### src/bhr_pkg.sv
// Constants shared by the branch history recorder.
package bhr_pkg;
  // ==========================================================
  // Sizes
  localparam int BHR_ENTRIES = 8;
  localparam int BHR_LIN_W = 48;
  localparam logic [3:0] BHR_DEPTH_RST = 4'h8;
  localparam logic [15:0] BHR_CYC_MAX = 16'hFFFF;
  // ==========================================================
  // Register byte offsets
  localparam logic [11:0] BHR_OFF_CTL = 12'h000;
  localparam logic [11:0] BHR_OFF_DEPTH = 12'h004;
  localparam logic [11:0] BHR_OFF_STATUS = 12'h008;
  localparam logic [11:0] BHR_OFF_CAP = 12'h00C;
  localparam logic [11:0] BHR_OFF_LER = 12'h020;
  localparam logic [3:0] BHR_REC_PAGE = 4'h1;
  // Word index inside one record slot.
  localparam logic [2:0] BHR_F_SRC_LO = 3'h0;
  localparam logic [2:0] BHR_F_SRC_HI = 3'h1;
  localparam logic [2:0] BHR_F_DST_LO = 3'h2;
  localparam logic [2:0] BHR_F_DST_HI = 3'h3;
  localparam logic [2:0] BHR_F_INFO = 3'h4;
  // ==========================================================
  // Record control fields
  localparam int BHR_CTL_EN = 0;
  localparam int BHR_CTL_KLE = 1;
  localparam int BHR_CTL_ULE = 2;
  localparam int BHR_CTL_STACK = 3;
  localparam int BHR_CTL_FRZ = 4;
  localparam int BHR_CTL_CAT = 16;
  localparam logic [31:0] BHR_CTL_MASK = 32'h007F_001F;
  localparam logic [31:0] BHR_CTL_RST = 32'h0000_0000;
  // ==========================================================
  // Branch kind encodings
  localparam logic [3:0] BHR_KIND_CONDITIONAL_KIND = 4'h0;
  localparam logic [3:0] BHR_KIND_IND_JMP = 4'h1;
  localparam logic [3:0] BHR_KIND_REL_JMP = 4'h2;
  localparam logic [3:0] BHR_KIND_IND_CALL = 4'h3;
  localparam logic [3:0] BHR_KIND_REL_CALL = 4'h4;
  localparam logic [3:0] BHR_KIND_RET = 4'h5;
  localparam logic [2:0] BHR_CAT_OTHER = 3'h6;
  // ==========================================================
  // Record info word layout
  localparam int BHR_INFO_VALID = 31;
  localparam int BHR_INFO_KIND = 16;
  localparam logic [31:0] BHR_INFO_MASK = 32'h800F_FFFF;
  // Source value stored when the start level is filtered out.
  localparam logic [63:0] BHR_SRC_FILLER = 64'h0000_FFFF_FFFF_FFFF;
  // ==========================================================
  // Capability word: permitted depths mask and linear-address flag.
  localparam logic [7:0] BHR_CAP_DEPTHS = 8'hFF;
  localparam int BHR_CAP_LINEAR = 31;
  localparam logic BHR_CAP_LINEAR_VAL = 1'b1;
endpackage : bhr_pkg

### src/bhr_canon.sv
// Sign extension of an address to canonical form.
`timescale 1ns/1ns
module bhr_canon #(
  parameter int LIN_W = 48
) (
  input wire logic [63:0] addr_in,
  output logic [63:0] addr_out
);
  // ==========================================================
  // Upper bits are rebuilt from the top implemented bit.
  assign addr_out = {{(65 - LIN_W){addr_in[LIN_W-1]}}, addr_in[LIN_W-2:0]};
endmodule : bhr_canon

### src/bhr_recorder.sv
// Branch history recorder: record array, filters and APB register file.
//
// What this block does
// - Records are added only while the record enable bit is 1.
// - Suspend input pauses recording; debug transfers clear the enable bit.
// - Depth resets to the entry count; capability field lists permitted depths.
// - Writing depth zeroes every record; the last event record is kept.
// - Access to a record at index not below depth raises a fault.
// - Only enabled kinds record; relative calls to next address do not.
// - Kind codes: 0 conditional_kind, 1..5 jumps/calls/return, 011x reserved, 1xxx other.
// - Debug, VM exit/entry and management interrupts never record.
// - Without stack mode the array is a ring of newest transfers.
// - Stack mode: a return shifts entries up and zeroes the last.
// - Freeze control sets the freeze flag on a pended interrupt; recording stops.
// - Kernel enable covers level zero; user enable covers all higher levels.
// - A level changing transfer records only if its end level is enabled.
// - Filtered start level stores the filler with only the low 48 bits set as source.
// - A capability bit tells whether addresses are linear.
// - Addresses read back are canonical, except the filler source, which is not.
// - Written addresses drop upper bits and sign extend.
// - Cycle counter copies into each new record, then clears and counts.
// - Each record has a cycle valid flag; count limited to 16 bits.
// - Any coarsening of cycle counts stays within ten percent.
// - New record goes to entry zero after older entries shift down.
`timescale 1ns/1ns
module bhr_recorder
  import bhr_pkg::*;
(
  input wire logic pclk,
  input wire logic presetn,
  input wire logic psel,
  input wire logic penable,
  input wire logic pwrite,
  input wire logic [11:0] paddr,
  input wire logic [31:0] pwdata,
  output logic [31:0] prdata,
  output logic pready,
  output logic pslverr,
  input wire logic ret_valid,
  input wire logic [3:0] ret_kind,
  input wire logic [63:0] ret_src,
  input wire logic [63:0] ret_dst,
  input wire logic [1:0] ret_level_start,
  input wire logic [1:0] ret_level_end,
  input wire logic ret_call_next,
  input wire logic ret_debug,
  input wire logic ret_vm_switch,
  input wire logic ret_mgmt_int,
  input wire logic ret_event,
  input wire logic record_suspend,
  input wire logic perf_monitor_interrupt,
  output logic record_freeze_flag
);
  // ==========================================================
  // State
  logic [31:0] ctl_reg;
  logic [3:0] depth_reg;
  logic [15:0] cyc_reg;
  logic cyc_run_reg;
  logic [31:0] prdata_reg;
  logic err_reg;
  logic [63:0] src_mem [BHR_ENTRIES];
  logic [63:0] dst_mem [BHR_ENTRIES];
  logic [31:0] info_mem [BHR_ENTRIES];
  logic [63:0] src_next [BHR_ENTRIES];
  logic [63:0] dst_next [BHR_ENTRIES];
  logic [31:0] info_next [BHR_ENTRIES];
  logic [63:0] ler_src_reg;
  logic [63:0] ler_dst_reg;
  logic [31:0] ler_info_reg;
  // ==========================================================
  // APB decode.
  wire setup = psel && !penable;
  wire access = psel && penable;
  wire wr_acc = access && pwrite;
  wire rec_hit = paddr[11:8] == BHR_REC_PAGE && paddr[4:2] <= BHR_F_INFO;
  wire [2:0] rec_idx = paddr[7:5];
  wire [2:0] rec_fld = paddr[4:2];
  wire rec_fault = rec_hit && {1'b0, rec_idx} >= depth_reg;
  wire ler_hit = paddr[11:5] == BHR_OFF_LER[11:5] && paddr[4:2] <= BHR_F_INFO;
  wire hit_ctl = paddr == BHR_OFF_CTL;
  wire hit_depth = paddr == BHR_OFF_DEPTH;
  wire hit_status = paddr == BHR_OFF_STATUS;
  wire hit_cap = paddr == BHR_OFF_CAP;
  wire mapped = hit_ctl || hit_depth || hit_status || hit_cap || ler_hit || rec_hit;
  wire [3:0] depth_wdata = pwdata[3:0];
  wire depth_ok = pwdata[31:4] == 28'h0 && depth_wdata != 4'h0
    && BHR_CAP_DEPTHS[3'(depth_wdata - 4'h1)] && depth_wdata <= BHR_DEPTH_RST;
  wire depth_wr = wr_acc && hit_depth && depth_ok;
  wire ent_wr = wr_acc && rec_hit && !rec_fault;
  // A software write to the array wins; a transfer retiring in that cycle is dropped.
  wire sw_wr = depth_wr || ent_wr;
  wire setup_err = !mapped || rec_fault || (pwrite && hit_depth && !depth_ok);
  // ==========================================================
  // Filters on the retirement stream.
  wire lvl_end_ok = ret_level_end == 2'h0 ? ctl_reg[BHR_CTL_KLE] : ctl_reg[BHR_CTL_ULE];
  wire lvl_start_ok = ret_level_start == 2'h0 ? ctl_reg[BHR_CTL_KLE] : ctl_reg[BHR_CTL_ULE];
  wire kind_rsvd = ret_kind[3:1] == 3'b011;
  wire [2:0] cat_idx = ret_kind[3] ? BHR_CAT_OTHER : ret_kind[2:0];
  wire cat_en = !kind_rsvd && ctl_reg[BHR_CTL_CAT + int'(cat_idx)];
  wire zero_call = ret_kind == BHR_KIND_REL_CALL && ret_call_next;
  wire excluded = ret_debug || ret_vm_switch || ret_mgmt_int;
  wire take = ret_valid && ctl_reg[BHR_CTL_EN] && !record_suspend && !record_freeze_flag
    && cat_en && !zero_call && !excluded && lvl_end_ok && !sw_wr;
  wire pop = take && ctl_reg[BHR_CTL_STACK] && ret_kind == BHR_KIND_RET;
  wire push = take && !pop;
  wire ler_load = push && ret_event;
  // ==========================================================
  // Canonical forms of retired and written addresses.
  logic [63:0] src_canon;
  logic [63:0] dst_canon;
  logic [63:0] wr_canon;
  wire wr_is_src = rec_fld == BHR_F_SRC_LO || rec_fld == BHR_F_SRC_HI;
  wire [63:0] wr_old = wr_is_src ? src_mem[rec_idx] : dst_mem[rec_idx];
  wire wr_lo = rec_fld == BHR_F_SRC_LO || rec_fld == BHR_F_DST_LO;
  wire [63:0] wr_merge = wr_lo ? {wr_old[63:32], pwdata} : {pwdata, wr_old[31:0]};
  bhr_canon #(.LIN_W(BHR_LIN_W)) u_canon_src (.addr_in(ret_src), .addr_out(src_canon));
  bhr_canon #(.LIN_W(BHR_LIN_W)) u_canon_dst (.addr_in(ret_dst), .addr_out(dst_canon));
  bhr_canon #(.LIN_W(BHR_LIN_W)) u_canon_wr (.addr_in(wr_merge), .addr_out(wr_canon));
  // New record contents.
  wire [63:0] new_src = lvl_start_ok ? src_canon : BHR_SRC_FILLER;
  wire [31:0] new_info = {cyc_run_reg, 11'h0, ret_kind, cyc_reg};
  // ==========================================================
  // Next contents of the record array.
  always_comb begin
    for (int i = 0; i < BHR_ENTRIES; i++) begin
      src_next[i] = src_mem[i];
      dst_next[i] = dst_mem[i];
      info_next[i] = info_mem[i];
      if (depth_wr) begin
        src_next[i] = 64'h0;
        dst_next[i] = 64'h0;
        info_next[i] = 32'h0;
      end else if (ent_wr) begin
        if (i == int'(rec_idx)) begin
          if (rec_fld == BHR_F_INFO) begin
            info_next[i] = pwdata & BHR_INFO_MASK;
          end else if (wr_is_src) begin
            src_next[i] = wr_canon;
          end else begin
            dst_next[i] = wr_canon;
          end
        end
      end else if (push) begin
        if (i == 0) begin
          src_next[i] = new_src;
          dst_next[i] = dst_canon;
          info_next[i] = new_info;
        end else if (4'(i) < depth_reg) begin
          src_next[i] = src_mem[i-1];
          dst_next[i] = dst_mem[i-1];
          info_next[i] = info_mem[i-1];
        end
      end else if (pop) begin
        if (4'(i + 1) < depth_reg) begin
          src_next[i] = src_mem[i+1];
          dst_next[i] = dst_mem[i+1];
          info_next[i] = info_mem[i+1];
        end else if (4'(i + 1) == depth_reg) begin
          src_next[i] = 64'h0;
          dst_next[i] = 64'h0;
          info_next[i] = 32'h0;
        end
      end
    end
  end
  // Record array storage.
  always_ff @(posedge pclk or negedge presetn) begin
    if (!presetn) begin
      for (int i = 0; i < BHR_ENTRIES; i++) begin
        src_mem[i] <= 64'h0;
        dst_mem[i] <= 64'h0;
        info_mem[i] <= 32'h0;
      end
    end else begin
      src_mem <= src_next;
      dst_mem <= dst_next;
      info_mem <= info_next;
    end
  end
  // ==========================================================
  // Last event record: the branch that preceded an exception or interrupt.
  always_ff @(posedge pclk or negedge presetn) begin
    if (!presetn) begin
      ler_src_reg <= 64'h0;
      ler_dst_reg <= 64'h0;
      ler_info_reg <= 32'h0;
    end else if (ler_load) begin
      ler_src_reg <= src_mem[0];
      ler_dst_reg <= dst_mem[0];
      ler_info_reg <= info_mem[0];
    end
  end
  // ==========================================================
  // Control, depth and freeze flag; debug clear beats a software write.
  always_ff @(posedge pclk or negedge presetn) begin
    if (!presetn) begin
      ctl_reg <= BHR_CTL_RST;
      depth_reg <= BHR_DEPTH_RST;
      record_freeze_flag <= 1'b0;
    end else begin
      if (ret_valid && ret_debug) begin
        ctl_reg[BHR_CTL_EN] <= 1'b0;
      end else if (wr_acc && hit_ctl) begin
        ctl_reg <= pwdata & BHR_CTL_MASK;
      end
      if (depth_wr) begin
        depth_reg <= depth_wdata;
      end
      if (perf_monitor_interrupt && ctl_reg[BHR_CTL_FRZ]) begin
        record_freeze_flag <= 1'b1;
      end else if (wr_acc && hit_status && pwdata[0]) begin
        record_freeze_flag <= 1'b0;
      end
    end
  end
  // ==========================================================
  // Saturating cycle counter; cleared on every new record.
  always_ff @(posedge pclk or negedge presetn) begin
    if (!presetn) begin
      cyc_reg <= 16'h0;
      cyc_run_reg <= 1'b0;
    end else if (push) begin
      cyc_reg <= 16'h0;
      cyc_run_reg <= 1'b1;
    end else if (cyc_reg != BHR_CYC_MAX) begin
      cyc_reg <= cyc_reg + 16'h1;
    end
  end
  // ==========================================================
  // Read selection.
  wire [63:0] sel_src = ler_hit ? ler_src_reg : src_mem[rec_idx];
  wire [63:0] sel_dst = ler_hit ? ler_dst_reg : dst_mem[rec_idx];
  wire [31:0] sel_info = ler_hit ? ler_info_reg : info_mem[rec_idx];
  wire [31:0] rec_word = rec_fld == BHR_F_SRC_LO ? sel_src[31:0]
    : rec_fld == BHR_F_SRC_HI ? sel_src[63:32]
    : rec_fld == BHR_F_DST_LO ? sel_dst[31:0]
    : rec_fld == BHR_F_DST_HI ? sel_dst[63:32] : sel_info;
  wire [31:0] cap_word = {BHR_CAP_LINEAR_VAL, 23'h0, BHR_CAP_DEPTHS};
  wire [31:0] rd_mux = hit_ctl ? ctl_reg
    : hit_depth ? {28'h0, depth_reg}
    : hit_status ? {31'h0, record_freeze_flag}
    : hit_cap ? cap_word
    : (ler_hit || (rec_hit && !rec_fault)) ? rec_word : 32'h0;
  // Read data and error are captured in the setup cycle.
  always_ff @(posedge pclk or negedge presetn) begin
    if (!presetn) begin
      prdata_reg <= 32'h0;
      err_reg <= 1'b0;
    end else if (setup) begin
      prdata_reg <= pwrite ? 32'h0 : rd_mux;
      err_reg <= setup_err;
    end
  end
  assign prdata = prdata_reg;
  assign pready = 1'b1;
  assign pslverr = access && err_reg;
  // ==========================================================
  // Checks.
  chk_rec_enable: assert property (@(posedge pclk) disable iff (!presetn)
    ret_valid && !ctl_reg[BHR_CTL_EN] && !sw_wr
    |=> $stable(src_mem[0]) && $stable(info_mem[0]))
    else $error("record taken while disabled");
  chk_debug_clear: assert property (@(posedge pclk) disable iff (!presetn)
    ret_valid && ret_debug |=> !ctl_reg[BHR_CTL_EN] && $stable(src_mem[0]))
    else $error("debug transfer did not clear enable");
  chk_depth_zero: assert property (@(posedge pclk) disable iff (!presetn)
    depth_wr |=> src_mem[0] == 64'h0 && info_mem[0] == 32'h0
    && $stable(ler_info_reg)) else $error("depth write did not clear records");
  chk_range_fault: assert property (@(posedge pclk) disable iff (!presetn)
    access && rec_hit && {1'b0, rec_idx} >= depth_reg |-> pslverr)
    else $error("out of depth access not faulted");
  chk_excluded_xfer: assert property (@(posedge pclk) disable iff (!presetn)
    ret_valid && excluded |-> !push && !pop) else $error("excluded transfer recorded");
  chk_push_shift: assert property (@(posedge pclk) disable iff (!presetn)
    push && !depth_wr && !ent_wr && depth_reg > 4'h1 |=> src_mem[0] == $past(new_src)
    && src_mem[1] == $past(src_mem[0])) else $error("push did not shift records");
  chk_stack_pop: assert property (@(posedge pclk) disable iff (!presetn)
    pop && !depth_wr && !ent_wr |=> info_mem[3'($past(depth_reg) - 4'h1)] == 32'h0
    && src_mem[0] == $past(src_mem[1], 1)) else $error("return did not pop");
  chk_freeze_set: assert property (@(posedge pclk) disable iff (!presetn)
    perf_monitor_interrupt && ctl_reg[BHR_CTL_FRZ] |=> record_freeze_flag ##1 !push)
    else $error("freeze flag not set or recording continued");
  chk_filler_src: assert property (@(posedge pclk) disable iff (!presetn)
    push && !depth_wr && !ent_wr && !lvl_start_ok |=> src_mem[0] == BHR_SRC_FILLER)
    else $error("filtered source not replaced by filler");
  chk_cyc_hold: assert property (@(posedge pclk) disable iff (!presetn)
    cyc_reg == BHR_CYC_MAX && !push |=> cyc_reg == BHR_CYC_MAX)
    else $error("cycle counter wrapped");
  chk_cyc_copy: assert property (@(posedge pclk) disable iff (!presetn)
    push && !depth_wr && !ent_wr |=> info_mem[0][15:0] == $past(cyc_reg) && cyc_reg == 16'h0)
    else $error("cycle count not copied and cleared");
  // Entry zero must hold still whenever the kind filter or the next-address call rule refuses the retiring transfer.
  chk_kind_filter: assert property (@(posedge pclk) disable iff (!presetn)
    ret_valid && (!cat_en || zero_call) && !sw_wr
    |=> $stable(src_mem[0]) && $stable(info_mem[0]))
    else $error("refused kind was recorded");
  chk_level_filter: assert property (@(posedge pclk) disable iff (!presetn)
    ret_valid && !lvl_end_ok && !sw_wr
    |=> $stable(src_mem[0]) && $stable(dst_mem[0]))
    else $error("filtered level was recorded");
  chk_suspend_hold: assert property (@(posedge pclk) disable iff (!presetn)
    ret_valid && record_suspend && !sw_wr
    |=> $stable(src_mem[0]) && $stable(info_mem[0]))
    else $error("suspended transfer was recorded");
  chk_freeze_stop: assert property (@(posedge pclk) disable iff (!presetn)
    record_freeze_flag && !sw_wr
    |=> $stable(src_mem[0]) && $stable(ler_src_reg))
    else $error("frozen recorder changed a record");
  // The freeze flag clears on a write of one unless a new interrupt sets it again.
  chk_freeze_clear: assert property (@(posedge pclk) disable iff (!presetn)
    wr_acc && hit_status && pwdata[0] && !(perf_monitor_interrupt && ctl_reg[BHR_CTL_FRZ])
    |=> !record_freeze_flag)
    else $error("freeze flag not cleared");
  // The destination in entry zero stays canonical, whether retired or written.
  chk_dst_canon: assert property (@(posedge pclk) disable iff (!presetn)
    &dst_mem[0][63:BHR_LIN_W-1] || ~|dst_mem[0][63:BHR_LIN_W-1])
    else $error("destination not canonical");
  // A new record carries the kind and a valid flag once a previous record exists.
  chk_info_fields: assert property (@(posedge pclk) disable iff (!presetn)
    push && cyc_run_reg
    |=> info_mem[0][BHR_INFO_VALID] && info_mem[0][BHR_INFO_KIND+:4] == $past(ret_kind))
    else $error("record info word wrong");
  // The last event record changes only when a recorded event loads it.
  chk_ler_keep: assert property (@(posedge pclk) disable iff (!presetn)
    !ler_load |=> $stable(ler_src_reg) && $stable(ler_info_reg))
    else $error("last event record changed");
  // Depth never leaves the range that the capability word allows.
  chk_depth_range: assert property (@(posedge pclk) disable iff (!presetn)
    depth_reg != 4'h0 && depth_reg <= BHR_DEPTH_RST)
    else $error("depth out of range");
  cov_depth_write: cover property (@(posedge pclk) disable iff (!presetn) depth_wr);
  cov_push: cover property (@(posedge pclk) disable iff (!presetn) push ##1 push);
  cov_pop: cover property (@(posedge pclk) disable iff (!presetn) push ##[1:4] pop);
  cov_freeze: cover property (@(posedge pclk) disable iff (!presetn)
    $rose(record_freeze_flag));
  cov_fault: cover property (@(posedge pclk) disable iff (!presetn) pslverr && rec_hit);
endmodule : bhr_recorder

### config.mk
export PLATFORM = sky130hd
export DESIGN_NAME = bhr_recorder
export DESIGN_NICKNAME = d
export VERILOG_FILES = /design/src/bhr_pkg.sv /design/src/bhr_canon.sv /design/src/bhr_recorder.sv
export SDC_FILE = /design/constraint.sdc
export NUM_CORES = 2
export LEC_CHECK = 0
export BUFFER_PORTS_ARGS = -buffer_cell sky130_fd_sc_hd__buf_2
export CAP_MARGIN = 40
export CORE_MARGIN = 4
export CORE_UTILIZATION = 58
export DETAILED_ROUTE_END_ITERATION = 6
export GPL_TIMING_DRIVEN = 0
export PLACE_DENSITY = 0.77
export SLEW_MARGIN = 20
export SYNTH_ARGS = -nofsm -noshare
export SYNTH_HDL_FRONTEND = slang
export SYNTH_HIERARCHICAL = 1
export SYNTH_SLANG_ARGS = --single-unit
### constraint.sdc
create_clock -name pclk -period 3 [get_ports pclk]
set_input_delay 0 -clock pclk [delete_from_list [all_inputs] [get_ports pclk]]
set_output_delay 0 -clock pclk [all_outputs]
set_load 0.02 [all_outputs]
==> impl_summary.log, run 1 <==
INFO  metric synthesized_netlist_cell_count = 9,789
INFO  metric clock_tree.htree_level_count = 4
INFO  metric repair-timing-grt-worst-ep = dst_mem[114]$_DFFE_PN0P_/D
INFO  metric dieWidth = 409 µm
INFO  metric stop_stage = global routing
INFO  metric floorplan.initialDensity = 0.586
INFO  metric grt_max_degree = 138
INFO  metric run_status = aborted with a tool error
INFO  metric synthesis.area_per_instance = 9.51 µm²
INFO  metric number_of_placed_i_o_pins = 228
INFO  metric clock-sinks = 1,507
INFO  metric cts-root-to-sink-buffers = 3
INFO  metric syn_nets = 9,986
INFO  metric syn_area = 93,100 µm²
INFO  metric dieHeight = 409 µm
INFO  metric antenna_violations_before_repair = 158
INFO  metric port-buffer-count = 91
INFO  metric yosys_warnings = 6
INFO  metric total_routing_resource_utilization_after_global_routing = 0.800
INFO  metric floorplan.rows = 146
INFO  metric place.gp.congestion = 1.26
INFO  metric cts-root-buf = sky130_fd_sc_hd__clkbuf_16
INFO  metric cts_made_buffers = 166
INFO  metric hpwlAfterDp = 448 mm
INFO  metric preCtsSetupSlack = -3620 ps
INFO  metric grt.overflow.total = 16
INFO  metric worst_endpoint_kind = register data pin
INFO  metric toolErrorMsg = [ERROR GRT-0232] Routing congestion too high. Check the congestion heatmap in the GUI.
[repair_timing]
item	CTS
buffers inserted	59
endpoints found under the hold margin	842
hold buffers	153
cloned	15
endpoints found under the setup margin	1490
resized for setup	982
pin swaps	62
[per-layer routing]
| metal | overflow | global-route usage |
|---|---|---|
| met5 | 1 | 0.513 |
| met3 | 3 | 0.732 |
| met1 | 2 | 0.822 |
| met4 | 6 | 0.720 |
| met2 | 4 | 0.895 |
[stage by stage]
| stage | utilization | instances | instance area, µm² | hold slack, ps |
|---|---|---|---|---|
| after global placement | 0.605 | 12000 | 96100 | 205 |
| after floorplan | - | 9789 | 93100 | -296 |
| after CTS | 0.694 | 12700 | 110000 | 1.59 |
| after detailed placement | 0.624 | 12100 | 99100 | -168 |
==> inputs of run 2 (changes only) <==
Settings changed: CORE_UTILIZATION 58 to 40, PLACE_DENSITY 0.77 to not set, PLACE_DENSITY_LB_ADDON set to 0.15.
Clock period 3 ns to 3.9 ns, I/O delays scaled along.
==> run 2 against run 1 <==
  * The flow now finishes, with violations (design-rule violations, negative setup slack)
  * Synthesized area is the same
  * Synthesized cell count did not move
==> impl_summary.log, run 2 <==
INFO  metric via_per_inst = 7.29
INFO  metric post-route-period-util = 1.03
INFO  metric power.static_leakage = 44.8 nW
INFO  metric kind_of_end_point_of_the_critical_path = register
INFO  metric fmax = 249 MHz
INFO  metric postLayoutCellArea = 110,000 µm²
INFO  metric n_fill_cell = 22,000
INFO  metric synthesis.area_per_instance = 9.51 µm²
INFO  metric worstMarginPinSlew = 1210 ps
INFO  metric internal_power = 26.9 mW
INFO  metric syn_nets = 9,986
INFO  metric ant_nets = 0
INFO  metric syn_area = 93,100 µm²
INFO  metric dr.pass1.iters = 7
INFO  metric post_route_cells_drive_above_1_share = 0.204
INFO  metric dr.first_iter.drc_count = 17,400
INFO  metric report.final.setup_viol = 204
INFO  metric grt_first_pass_wirelength = 876 mm
INFO  metric design.die.area = 240,000 µm²
INFO  metric preCtsSetupSlack = -3300 ps
INFO  metric num-nets-final = 10,700
INFO  metric floorplan.rows = 176
INFO  metric rsz_0062_raised_after_global_routing = yes
INFO  metric yosys_warnings = 6
INFO  metric tritoncts = done
INFO  metric detail_route.drc_violations = 31
INFO  metric area_grow_syn2layout = 18.6%
INFO  metric drv_slew = 0
INFO  metric critPathRequiredTime = 4690 ps
INFO  metric crit_path_start_kind = register
INFO  metric hold_path_class = in2reg
INFO  metric vias = 101,000
INFO  metric max_cap_violations = 0
INFO  metric core_area = 231,000 µm²
INFO  metric worstSkewPairLatency = 900 ps
INFO  metric power_frac_comb = 0.083
INFO  metric largest_registers = dst_mem (512), src_mem (512), info_mem (256)
INFO  metric run_status = complete, but fails checks
INFO  metric hpwlAfterDp = 518 mm
INFO  metric cts.reportedPaths.clkPinSlew = 70 ps
INFO  metric placed_area = 101,000 µm²
INFO  metric power.switching_fraction = 0.278
INFO  metric dieWidth = 490 µm
INFO  metric via_count_of_the_first_global_routing_pass = 91,700
INFO  metric setup.worst_path.class = reg2reg
INFO  metric grt.overflow.total = 0
INFO  metric final-hold-violation-count = 0
INFO  metric cts-root-buf = sky130_fd_sc_hd__clkbuf_16
INFO  metric clock-sinks = 1,507
INFO  metric dieHeight = 490 µm
INFO  metric floorplan.initialDensity = 0.403
INFO  metric grt_max_degree = 131
INFO  metric antenna_violations_before_repair = 144
INFO  metric synthesized_netlist_cell_count = 9,789
INFO  metric finalClockSkew = 65.7 ps
INFO  metric cts_made_buffers = 186
INFO  metric powerDensity = 337 nW/µm²
INFO  metric clockPowerShare = 0.489
INFO  metric critPathMaxFanout = 10
INFO  metric ir_drop = 0.000409 V
INFO  metric final_cell_mix = sky130_fd_sc_hd__dfrtp_1, sky130_fd_sc_hd__nand2_1, sky130_fd_sc_hd__mux2i_1, sky130_fd_sc_hd__a31oi_1, sky130_fd_sc_hd__nand3_1
INFO  metric switching_power = 10.4 mW
INFO  metric place.gp.congestion = 1.14
INFO  metric port-buffer-count = 91
INFO  metric total_design_power = 37.2 mW
INFO  metric number_of_placed_i_o_pins = 228
INFO  metric final_period_minus_worst_setup_slack = 4020 ps
INFO  metric arrival_time_reported_for_the_critical_path_endpoint = 4810 ps
INFO  metric cts-root-to-sink-buffers = 3
INFO  metric failed_checks = design-rule violations, negative setup slack
INFO  metric total_routing_resource_utilization_after_global_routing = 0.539
INFO  metric most_common_cell_after_layout_fill_and_taps_aside = sky130_fd_sc_hd__dfrtp_1
INFO  metric seq_power_share = 0.428
INFO  metric clock_tree.htree_level_count = 4
INFO  metric worst_slack = -123 ps
INFO  metric max_slew_margin = 0.194
INFO  metric wire_per_inst = 48.6 µm
INFO  metric drt-total-wl = 670 mm
-- run 2: what timing repair did --
action,CTS,global route
hold buffers,147,0
setup endpoints to repair,1459,1019
pin swaps,2,0
setup buffers,8,0
gates resized for setup,190,146
hold endpoints to repair,606,0
gates cloned,0,0
-- run 2: layer usage --
| layer | global-route usage | vias to the layer above | part of all wire |
|---|---|---|---|
| met5 | 0.0206 | - | 0.0015 |
| met4 | 0.466 | 64 | 0.11 |
| met3 | 0.286 | 2543 | 0.15 |
| met2 | 0.703 | 9443 | 0.38 |
| met1 | 0.637 | 50600 | 0.35 |
| li1 | - | 38000 | - |
-- run 2: power groups by stage --
stage	logic, mW	registers [mW]	clock network, mW
2_1_floorplan	1.01	16.1	0
3_3_place_gp	2.51	16.2	0
3_5_place_dp	2.73	16.2	0
4_1_cts	2.89	15.9	18.0
5_1_grt	3.07	15.9	18.6
6_report	3.10	15.9	18.2
-- run 2: worst max-delay path, cell delays in order (launching register included) --
cell and delay (ps):
sky130_fd_sc_hd__dfrtp_1 530, sky130_fd_sc_hd__nor4b_1 400, sky130_fd_sc_hd__nand3_2 280, sky130_fd_sc_hd__a211oi_2 270, sky130_fd_sc_hd__and3_1 190, sky130_fd_sc_hd__clkbuf_4 290, sky130_fd_sc_hd__buf_8 370, sky130_fd_sc_hd__buf_2 630
sky130_fd_sc_hd__a221oi_1 160, sky130_fd_sc_hd__a21oi_1 510, sky130_fd_sc_hd__a31o_2 240
-- run 2: per-stage QoR --
| step | util | hold slack [ps] | std cells | setup TNS, ps |
|---|---|---|---|---|
| 4_1_cts | 0.474 | 1.30 | 13600 | -39.9 |
| 2_1_floorplan | - | -296 | 9789 | 0 |
| 3_3_place_gp | 0.422 | 204 | 12900 | - |
| 3_5_place_dp | 0.439 | -32.2 | 13100 | -2617370 |
| 5_1_grt | 0.477 | 52.3 | 13700 | -43.2 |
| 6_report | 0.478 | 51.5 | 13800 | -6870 |
-- run 2: final timing paths --
check                                        start  slack, ps            to  depth (start not counted)
worst max-delay path            record_freeze_flag       -120  src_mem[486]                         10
worst min-delay path                    pwdata[28]         50  src_mem[156]                          8
worst max register to register  record_freeze_flag       -120  src_mem[486]                         10
worst min register to register         cyc_run_reg        480   cyc_run_reg                          1
max in group asynchronous                  presetn       1020  dst_mem[185]                          7
min in group asynchronous                  presetn        350  dst_mem[208]                          4
-- run 2: area by class of cell --
type / instances / area [µm²] / share of cell area
clock buffer: 294 / 5590 / 0.0507
multi-input combinational: 6985 / 49000 / 0.444
timing repair buffer: 505 / 5940 / 0.0538
inverter: 19 / 71.3 / 0.000646
sequential: 1507 / 37700 / 0.342
tap: 3026 / 3790 / 0.0343
antenna: 153 / 383 / 0.00347
clock inverter: 48 / 561 / 0.00508
buffer: 1267 / 7350 / 0.0666
Power figures use the tool's default switching activity.
